<file path="config.mk">
export PLATFORM = sky130hd
export DESIGN_NAME = ivfc_top
export DESIGN_NICKNAME = d
export VERILOG_FILES = /design/src/hdl/ivfc_tick_div.v /design/src/hdl/ivfc_lin_cmp.v /design/src/hdl/ivfc_top.v
export VERILOG_INCLUDE_DIRS = /design/src /design/src/hdl
export SDC_FILE = /design/constraint.sdc
export NUM_CORES = 1
export LEC_CHECK = 0
export BUFFER_PORTS_ARGS = -buffer_cell sky130_fd_sc_hd__buf_2
export CORE_MARGIN = 2
export CORE_UTILIZATION = 51
export CTS_BUF_LIST = sky130_fd_sc_hd__clkbuf_2 sky130_fd_sc_hd__clkbuf_4 sky130_fd_sc_hd__clkbuf_8
export DETAILED_ROUTE_END_ITERATION = 10
export PLACE_DENSITY = 0.68
export SYNTH_ARGS = -nofsm -noshare
export SYNTH_HDL_FRONTEND = slang
export SYNTH_HIERARCHICAL = 1
export SYNTH_SLANG_ARGS = --single-unit
</file>
<file path="constraint.sdc">
create_clock -name ref_clk -period 4 [get_ports ref_clk]
set_clock_uncertainty 0.2 [all_clocks]
set_input_delay 0.2 -clock ref_clk [delete_from_list [all_inputs] [get_ports ref_clk]]
set_output_delay 0.2 -clock ref_clk [all_outputs]
set_load 0.03 [all_outputs]
</file>
<file path="src/hdl/ivfc_map.vh">
//Function
//- Keep a 16-bit linear-format over-voltage fault threshold and compare the measured input voltage against it to declare an over-voltage fault.
//- Threshold commands move as read/write words and the fault response command moves as a read/write byte.
//- Whatever mode bits 7:6 select, an over-voltage fault pulls the alert line low and sets its status fault bit.
//- Response mode 10 disables the output at once and then follows the restart policy of the retry field.
//- Bits 5:3 of the response byte give how many restart attempts follow a fault shutdown.
//- A retry setting of 000 makes no restart, and the output stays off until the fault is cleared.
//- A retry setting of 111 retries without limit until the output is commanded off, power is lost or another fault shuts it down.
//- The delay between restarts is (bits 2:0 plus one) times 35 ms, from 35 ms to 280 ms.
//- Keep a 16-bit linear-format over-voltage warning threshold that the measured input voltage is checked against.
//- Keep a 16-bit linear-format under-voltage warning threshold and flag a warning when the input falls below it.
//- Keep a 16-bit linear-format under-voltage fault threshold and declare a fault when the input falls below it.
`ifndef IVFC_MAP_VH
`define IVFC_MAP_VH

// Command codes
`define IVFC_CMD_OV_FAULT_THR 8'h55
`define IVFC_CMD_OV_FAULT_ACT 8'h56
`define IVFC_CMD_OV_WARN_THR 8'h57
`define IVFC_CMD_UV_WARN_THR 8'h58
`define IVFC_CMD_UV_FAULT_THR 8'h59

// Reset values; thresholds in linear format with exponent -2, response byte plain
`define IVFC_RST_OV_FAULT_THR 16'hf040
`define IVFC_RST_OV_WARN_THR 16'hf03c
`define IVFC_RST_UV_WARN_THR 16'hf01e
`define IVFC_RST_UV_FAULT_THR 16'hf01c
`define IVFC_RST_OV_FAULT_ACT 8'h80

// Response byte fields
`define IVFC_MODE_HI 7
`define IVFC_MODE_LO 6
`define IVFC_RETRY_HI 5
`define IVFC_RETRY_LO 3
`define IVFC_TIME_HI 2
`define IVFC_TIME_LO 0
`define IVFC_MODE_DISABLE_RETRY 2'h2
`define IVFC_RETRY_NONE 3'h0
`define IVFC_RETRY_ENDLESS 3'h7

// Linear format fields
`define IVFC_LIN_EXP_MSB 15
`define IVFC_LIN_MANT_MSB 10
`define IVFC_LIN_EXP_BIAS 5'h10

// Timing
`define IVFC_CLK_PERIOD_NS 10
`define IVFC_MS_NS 1000000
`define IVFC_MS_CYCLES (`IVFC_MS_NS / `IVFC_CLK_PERIOD_NS)
`define IVFC_RETRY_STEP_MS 6'h23

`endif

</file>
<file path="src/hdl/ivfc_tick_div.v">
`timescale 1ns/1ns
`default_nettype none
// Millisecond tick; restartable so a retry delay starts on a whole period
module ivfc_tick_div #(
   parameter CYCLES = 100000,
   parameter CW = 24
) (
   // Clock and reset
   input wire ref_clk,
   input wire rstn,
   // Control
   input wire restart,
   // Tick
   output reg tick_reg
);
   reg [CW-1:0] cnt_reg;
   wire at_end = (cnt_reg == CYCLES[CW-1:0] - {{(CW-1){1'b0}}, 1'b1});

   always @(posedge ref_clk or negedge rstn) begin
      if (!rstn) begin
         cnt_reg <= {CW{1'b0}};
         tick_reg <= 1'b0;
      end else if (restart || at_end) begin
         cnt_reg <= {CW{1'b0}};
         tick_reg <= at_end && !restart;
      end else begin
         cnt_reg <= cnt_reg + {{(CW-1){1'b0}}, 1'b1};
         tick_reg <= 1'b0;
      end
   end
endmodule // ivfc_tick_div
`default_nettype wire

</file>
<file path="src/hdl/ivfc_lin_cmp.v">
`timescale 1ns/1ns
`default_nettype none
`include "ivfc_map.vh"
// Compares two linear-format values after bringing both to fixed point
module ivfc_lin_cmp (
   // Clock and reset
   input wire ref_clk,
   input wire rstn,
   // Operands
   input wire meas_valid,
   input wire [15:0] meas,
   input wire [15:0] thr,
   // Results
   output reg above_reg,
   output reg below_reg
);
   // Exponent -16..15 becomes a left shift of 0..31
   function signed [42:0] lin_fix;
      input [15:0] v;
      reg [4:0] sh;
      begin
         sh = v[`IVFC_LIN_EXP_MSB:`IVFC_LIN_MANT_MSB+1] ^ `IVFC_LIN_EXP_BIAS;
         lin_fix = {{32{v[`IVFC_LIN_MANT_MSB]}}, v[`IVFC_LIN_MANT_MSB:0]}
                   <<< sh;
      end
   endfunction

   wire signed [42:0] m_fix = lin_fix(meas);
   wire signed [42:0] t_fix = lin_fix(thr);

   always @(posedge ref_clk or negedge rstn) begin
      if (!rstn) begin
         above_reg <= 1'b0;
         below_reg <= 1'b0;
      end else if (meas_valid) begin
         above_reg <= m_fix > t_fix;
         below_reg <= m_fix < t_fix;
      end
   end
endmodule // ivfc_lin_cmp
`default_nettype wire

</file>
<file path="src/hdl/ivfc_top.v">
`timescale 1ns/1ns
`default_nettype none
`include "ivfc_map.vh"
module ivfc_top #(
   parameter MS_CYCLES = `IVFC_MS_CYCLES,
   parameter MS_CW = 24
) (
   // Clock and reset
   input wire ref_clk,
   input wire rstn,
   // Decoded management bus transactions
   input wire cmd_valid,
   input wire cmd_write,
   input wire cmd_is_word,
   input wire [7:0] cmd_code,
   input wire [15:0] cmd_wdata,
   output reg rsp_valid_reg,
   output reg rsp_error_reg,
   output reg [15:0] rsp_rdata_reg,
   // Measurement
   input wire vin_meas_valid,
   input wire [15:0] vin_meas,
   // Converter control
   input wire on_cmd,
   input wire other_fault_off,
   input wire clear_faults,
   output reg out_enable_reg,
   // Status bits
   output reg ov_fault_flag_reg,
   output reg ov_warn_flag_reg,
   output reg uv_warn_flag_reg,
   output reg uv_fault_flag_reg,
   // Open-drain alert line
   input wire host_alert_line_in,
   output reg host_alert_line_out_reg,
   output reg host_alert_line_oe_reg
);
   // Sequencer states
   localparam ST_OFF = 4'b0001;
   localparam ST_RUN = 4'b0010;
   localparam ST_HOLD = 4'b0100;
   localparam ST_WAIT = 4'b1000;

   // One-hot select of the addressed command, zero when unmapped
   function [4:0] cmd_sel;
      input [7:0] code;
      begin
         case (code)
            `IVFC_CMD_OV_FAULT_THR: cmd_sel = 5'h01;
            `IVFC_CMD_OV_FAULT_ACT: cmd_sel = 5'h02;
            `IVFC_CMD_OV_WARN_THR: cmd_sel = 5'h04;
            `IVFC_CMD_UV_WARN_THR: cmd_sel = 5'h08;
            `IVFC_CMD_UV_FAULT_THR: cmd_sel = 5'h10;
            default: cmd_sel = 5'h00;
         endcase
      end
   endfunction

   // Only the response command is a byte transfer
   function size_ok;
      input [4:0] sel;
      input is_word;
      begin
         size_ok = (sel[1] != is_word) && (sel != 5'h00);
      end
   endfunction

   reg [15:0] ov_fault_thr_reg;
   reg [7:0] ov_fault_act_reg;
   reg [15:0] ov_warn_thr_reg;
   reg [15:0] uv_warn_thr_reg;
   reg [15:0] uv_fault_thr_reg;
   reg [3:0] state_reg;
   reg [3:0] state_next;
   reg [2:0] attempts_reg;
   reg [2:0] attempts_next;
   reg [8:0] delay_reg;
   reg [8:0] delay_next;
   reg out_enable_next;
   reg [15:0] rdata_next;

   wire [4:0] sel = cmd_sel(cmd_code);
   wire acc_ok = cmd_valid && size_ok(sel, cmd_is_word);
   wire wr_ok = acc_ok && cmd_write;

   wire [1:0] mode = ov_fault_act_reg[`IVFC_MODE_HI:`IVFC_MODE_LO];
   wire [2:0] retry_set = ov_fault_act_reg[`IVFC_RETRY_HI:`IVFC_RETRY_LO];
   wire [2:0] retry_time = ov_fault_act_reg[`IVFC_TIME_HI:`IVFC_TIME_LO];
   // Delay kept in whole milliseconds; 280 fits nine bits
   wire [9:0] delay_prod = ({1'b0, retry_time} + 4'h1)
                           * `IVFC_RETRY_STEP_MS;
   wire [8:0] delay_ms = delay_prod[8:0];

   // Threshold order: 0 ov fault, 1 ov warn, 2 uv warn, 3 uv fault
   wire [63:0] thr_bus = {uv_fault_thr_reg, uv_warn_thr_reg,
                          ov_warn_thr_reg, ov_fault_thr_reg};
   wire [3:0] above;
   wire [3:0] below;

   genvar gi;
   generate
      for (gi = 0; gi < 4; gi = gi + 1) begin : g_cmp
         ivfc_lin_cmp u_cmp (
            .ref_clk(ref_clk),
            .rstn(rstn),
            .meas_valid(vin_meas_valid),
            .meas(vin_meas),
            .thr(thr_bus[gi*16 +: 16]),
            .above_reg(above[gi]),
            .below_reg(below[gi])
         );
      end
   endgenerate

   wire ov_fault_cond = above[0];
   wire ov_warn_cond = above[1];
   wire uv_warn_cond = below[2];
   wire uv_fault_cond = below[3];

   // A shutdown forced by a different fault acts like a commanded off
   wire run_allowed = on_cmd && !other_fault_off;
   wire ov_trip = ov_fault_cond
                  && (mode == `IVFC_MODE_DISABLE_RETRY);
   // Attempts run out; the endless setting never runs out
   wire retries_spent = (retry_set == `IVFC_RETRY_NONE)
                        || ((retry_set != `IVFC_RETRY_ENDLESS)
                        && (attempts_reg >= retry_set));

   // Restarted on entry to the wait, so the first step is a whole one
   wire tick;
   wire div_restart = (state_next == ST_WAIT) && (state_reg != ST_WAIT);

   ivfc_tick_div #(
      .CYCLES(MS_CYCLES),
      .CW(MS_CW)
   ) u_div (
      .ref_clk(ref_clk),
      .rstn(rstn),
      .restart(div_restart),
      .tick_reg(tick)
   );

   // Command registers
   always @(posedge ref_clk or negedge rstn) begin
      if (!rstn) begin
         ov_fault_thr_reg <= `IVFC_RST_OV_FAULT_THR;
         ov_fault_act_reg <= `IVFC_RST_OV_FAULT_ACT;
         ov_warn_thr_reg <= `IVFC_RST_OV_WARN_THR;
         uv_warn_thr_reg <= `IVFC_RST_UV_WARN_THR;
         uv_fault_thr_reg <= `IVFC_RST_UV_FAULT_THR;
      end else if (wr_ok) begin
         if (sel[0]) begin
            ov_fault_thr_reg <= cmd_wdata;
         end
         if (sel[1]) begin
            ov_fault_act_reg <= cmd_wdata[7:0];
         end
         if (sel[2]) begin
            ov_warn_thr_reg <= cmd_wdata;
         end
         if (sel[3]) begin
            uv_warn_thr_reg <= cmd_wdata;
         end
         if (sel[4]) begin
            uv_fault_thr_reg <= cmd_wdata;
         end
      end
   end

   // Read mux; byte command reads back in the low byte
   always @* begin
      rdata_next = 16'h0000;
      case (sel)
         5'h01: rdata_next = ov_fault_thr_reg;
         5'h02: rdata_next = {8'h00, ov_fault_act_reg};
         5'h04: rdata_next = ov_warn_thr_reg;
         5'h08: rdata_next = uv_warn_thr_reg;
         5'h10: rdata_next = uv_fault_thr_reg;
         default: rdata_next = 16'h0000;
      endcase
   end

   // A refused access writes nothing and leaves the read data alone
   always @(posedge ref_clk or negedge rstn) begin
      if (!rstn) begin
         rsp_valid_reg <= 1'b0;
         rsp_error_reg <= 1'b0;
         rsp_rdata_reg <= 16'h0000;
      end else begin
         rsp_valid_reg <= cmd_valid;
         rsp_error_reg <= cmd_valid && !acc_ok;
         if (cmd_valid && !cmd_write && acc_ok) begin
            rsp_rdata_reg <= rdata_next;
         end
      end
   end

   // Alert read-back is not needed: only this block pulls the line low
   // Sticky status; a new event beats a clear in the same cycle
   always @(posedge ref_clk or negedge rstn) begin
      if (!rstn) begin
         ov_fault_flag_reg <= 1'b0;
         ov_warn_flag_reg <= 1'b0;
         uv_warn_flag_reg <= 1'b0;
         uv_fault_flag_reg <= 1'b0;
         host_alert_line_out_reg <= 1'b0;
         host_alert_line_oe_reg <= 1'b0;
      end else begin
         ov_fault_flag_reg <= ov_fault_cond
                              || (ov_fault_flag_reg && !clear_faults);
         ov_warn_flag_reg <= ov_warn_cond
                             || (ov_warn_flag_reg && !clear_faults);
         uv_warn_flag_reg <= uv_warn_cond
                             || (uv_warn_flag_reg && !clear_faults);
         uv_fault_flag_reg <= uv_fault_cond
                              || (uv_fault_flag_reg && !clear_faults);
         host_alert_line_out_reg <= 1'b0;
         // Alert is pulled low while any condition or sticky bit stands
         host_alert_line_oe_reg <= ov_fault_cond || ov_warn_cond
            || uv_warn_cond || uv_fault_cond
            || ((ov_fault_flag_reg || ov_warn_flag_reg
            || uv_warn_flag_reg || uv_fault_flag_reg)
            && !clear_faults);
      end
   end

   // Shutdown and restart sequencer
   always @* begin
      state_next = state_reg;
      attempts_next = attempts_reg;
      delay_next = delay_reg;
      out_enable_next = out_enable_reg;
      case (state_reg)
         ST_OFF: begin
            attempts_next = 3'h0;
            if (run_allowed) begin
               state_next = ST_RUN;
               out_enable_next = 1'b1;
            end
         end
         ST_RUN: begin
            if (!run_allowed) begin
               state_next = ST_OFF;
               out_enable_next = 1'b0;
            end else if (ov_trip) begin
               // Warnings never reach here, only the fault compare
               out_enable_next = 1'b0;
               delay_next = delay_ms;
               if (retries_spent) begin
                  state_next = ST_HOLD;
               end else begin
                  state_next = ST_WAIT;
               end
            end
         end
         ST_WAIT: begin
            if (!run_allowed) begin
               state_next = ST_OFF;
            end else if (tick) begin
               if (delay_reg == 9'h001) begin
                  state_next = ST_RUN;
                  out_enable_next = 1'b1;
                  // Saturating count keeps the endless setting harmless
                  if (attempts_reg != `IVFC_RETRY_ENDLESS) begin
                     attempts_next = attempts_reg + 3'h1;
                  end
               end else begin
                  delay_next = delay_reg - 9'h001;
               end
            end
         end
         ST_HOLD: begin
            if (!run_allowed) begin
               state_next = ST_OFF;
            end else if (!ov_fault_flag_reg && !ov_fault_cond) begin
               state_next = ST_RUN;
               out_enable_next = 1'b1;
               attempts_next = 3'h0;
            end
         end
         default: begin
            state_next = ST_OFF;
            out_enable_next = 1'b0;
         end
      endcase
   end

   always @(posedge ref_clk or negedge rstn) begin
      if (!rstn) begin
         state_reg <= ST_OFF;
         attempts_reg <= 3'h0;
         delay_reg <= 9'h000;
         out_enable_reg <= 1'b0;
      end else begin
         state_reg <= state_next;
         attempts_reg <= attempts_next;
         delay_reg <= delay_next;
         out_enable_reg <= out_enable_next;
      end
   end
endmodule // ivfc_top
`default_nettype wire

</file>
==> results.cfg <==
[die]
die_h_um = 192
core_sq_um = 34600
core.rowCount = 68
dieArea_sq_um = 36700
ios = 75
die_w_um = 192
initial_utilization_pct = 51.8

[clocking]
cts_sinks = 141
cts_tree = built
worst_skew_pair.late_latency_ns = 0.45
path_clk_slew_ns = 0.09
clock_path_buffers = 2
cts-htree-levels = 4
clockRootBuffer = clkbuf_8
cts_buffers = 17

[logic_synthesis]
syn-mean-instance-area_sq_um = 8.01
syn_inst = 2241
syn-num-nets = 2477
yosys_warnings = 6
syn_area_sq_um = 17900

[finish]
largest_reg_flops = 24
nets = 2564
final_cells = 2796
syn_to_final_growth_pct = 10.7
drive_above_1_share_pct = 18.5
postLayoutCoreUtil_pct = 57.4
diodes = 0
design_area_sq_um = 19900

[placement]
dp_hpwl_um = 43600
place_area_sq_um = 19200
io_buffers = 72
gp_congestion = 1.01
preCtsSetupSlack_ns = 0.0292
dpl.cell_count = 2739

[pwr]
seqPwrFrac_pct = 38.4
finalPower_mw = 4.12
power.leakage_nw = 8.63
power_frac_comb_pct = 32.9
swShare_pct = 36.3
p_per_area_nw_per_um2 = 207
clockPowerShare_pct = 28.7
intPower_mw = 2.63
switchingPower_mw = 1.50
ir_worst_vdd_v = 0.000209

[grt]
first_global_vias = 16613
grt.total_usage_pct = 29.7
grt_overflow = 0
grt_pass1_wl_um = 87300
antenna_found_initial = 0
grt_max_degree = 93

[sta]
maxClockFrequency_ghz = 0.262
tightest_slew_ns = 0.977
drv_slew = 0
finalHoldViolCount = 0
period_minus_slack_ns = 3.81
finalSetupTns_ns = 0
worst_slack_ns = 0.188
slew_headroom_pct = 34.9
finalCritPeriodShare_pct = 95.3
rsz0062_at_grt = false
hold_slack_ns = 0.0784
setup_viol = 0

[drt]
first_pass_iters = 6
routed_wl_um = 54800
drt-initial-drc-count = 1536
wl_per_cell_um = 19.6
vias = 17632
drc = 0
drtAntennaViolNets = 0
vias_per_cell = 6.31

[worst_setup_path]
criticalPathCategory = reg2reg
critPathRequiredTime_ns = 4.14
end_kind = flop
start_kind = flop
cp_max_fo = 12
arrival_ns = 3.96

[hold_path]
hold_class = in2reg

[outcome]
status = finished clean

[job]
cap_violations = 0
layout make-up:
class                           count  area [sq um]
Clock buffer                       20           263
Clock inverter                     12           135
Fill cell                        3219         14800
Inverter                           58           229
Multi-Input combinational cell   1908         13600
Sequential cell                   141          3580
Tap cell                          455           569
Timing Repair Buffer              202          1460
worst paths after layout:
path	startpoint	endpoint	slack [ns]	cells after the start
hold / removal	cmd_code[4]	rsp_rdata_reg[10]	0.08	5
setup reg to reg	uv_warn_thr_reg[11]	g_cmp[2].u_cmp/below_reg	0.19	14
setup / recovery	uv_warn_thr_reg[11]	g_cmp[2].u_cmp/below_reg	0.19	14
hold reg to reg	rsp_rdata_reg[14]	rsp_rdata_reg[14]	0.28	2
max in group asynchronous	rstn	state_reg[0]	2.41	3
min in group asynchronous	rstn	delay_reg[3]	0.17	2
worst max-delay path, stage by stage, from the launching register on:
cell,delay [ns]
dfrtp_2,0.52
buf_4,0.19
nand2b_1,0.18
and2_1,0.20
a21o_1,0.15
o21ai_1,0.26
mux2i_1,0.11
o21a_1,0.19
ha_1,0.31
nand4_1,0.14
or4_4,0.44
o22a_1,0.23
buf_4,0.13
and2_4,0.14
a221o_1,0.31
metal layers:
metal	routed length (um)	GRT usage (%)	vias up
met1	25500	41.4	8402
met3	3090	3.82	104
li1	-	-	8542
met5	0	0	-
met2	24500	47.4	584
met4	1790	10.1	0
power by group through the flow:
stage	registers (mW)	logic [mW]	clock network, mW
global route	1.59	1.51	1.26
CTS	1.58	1.34	1.20
finish	1.58	1.36	1.18
detailed placement	1.61	1.31	0
floorplan	1.59	0.888	0
global placement	1.61	1.27	0
cell usage in the layout (no fill, tap or decap), types with 14 or more instances in the layout:
cell type      count
a211oi_1          24
a21boi_0          24
a21o_1            33
a21oi_1          167
a22oi_1           27
buf_2             69
buf_4            105
clkbuf_8          18
dfrtp_1          108
dfstp_2           29
dlygate4sd3_1     23
ha_1             186
inv_1             42
mux2_2           123
mux2i_1          200
nand2_1          232
nand2b_1          24
nand3_1           40
nand4_1           46
nor2_1           207
nor3_1            27
nor4_1            20
o21a_1            19
o21ai_0          199
o22ai_1           42
o31ai_1           27
or3_1             14
xnor2_1           14
repair_timing:
item                                    4_1_cts  5_1_grt
endpoints found under the hold margin       162        0
buffers inserted                              0        2
hold buffers                                 23        0
resized for setup                             1       14
endpoints found under the setup margin        1        3
pin swaps                                     0        0
(Power assumes the default switching activity.)
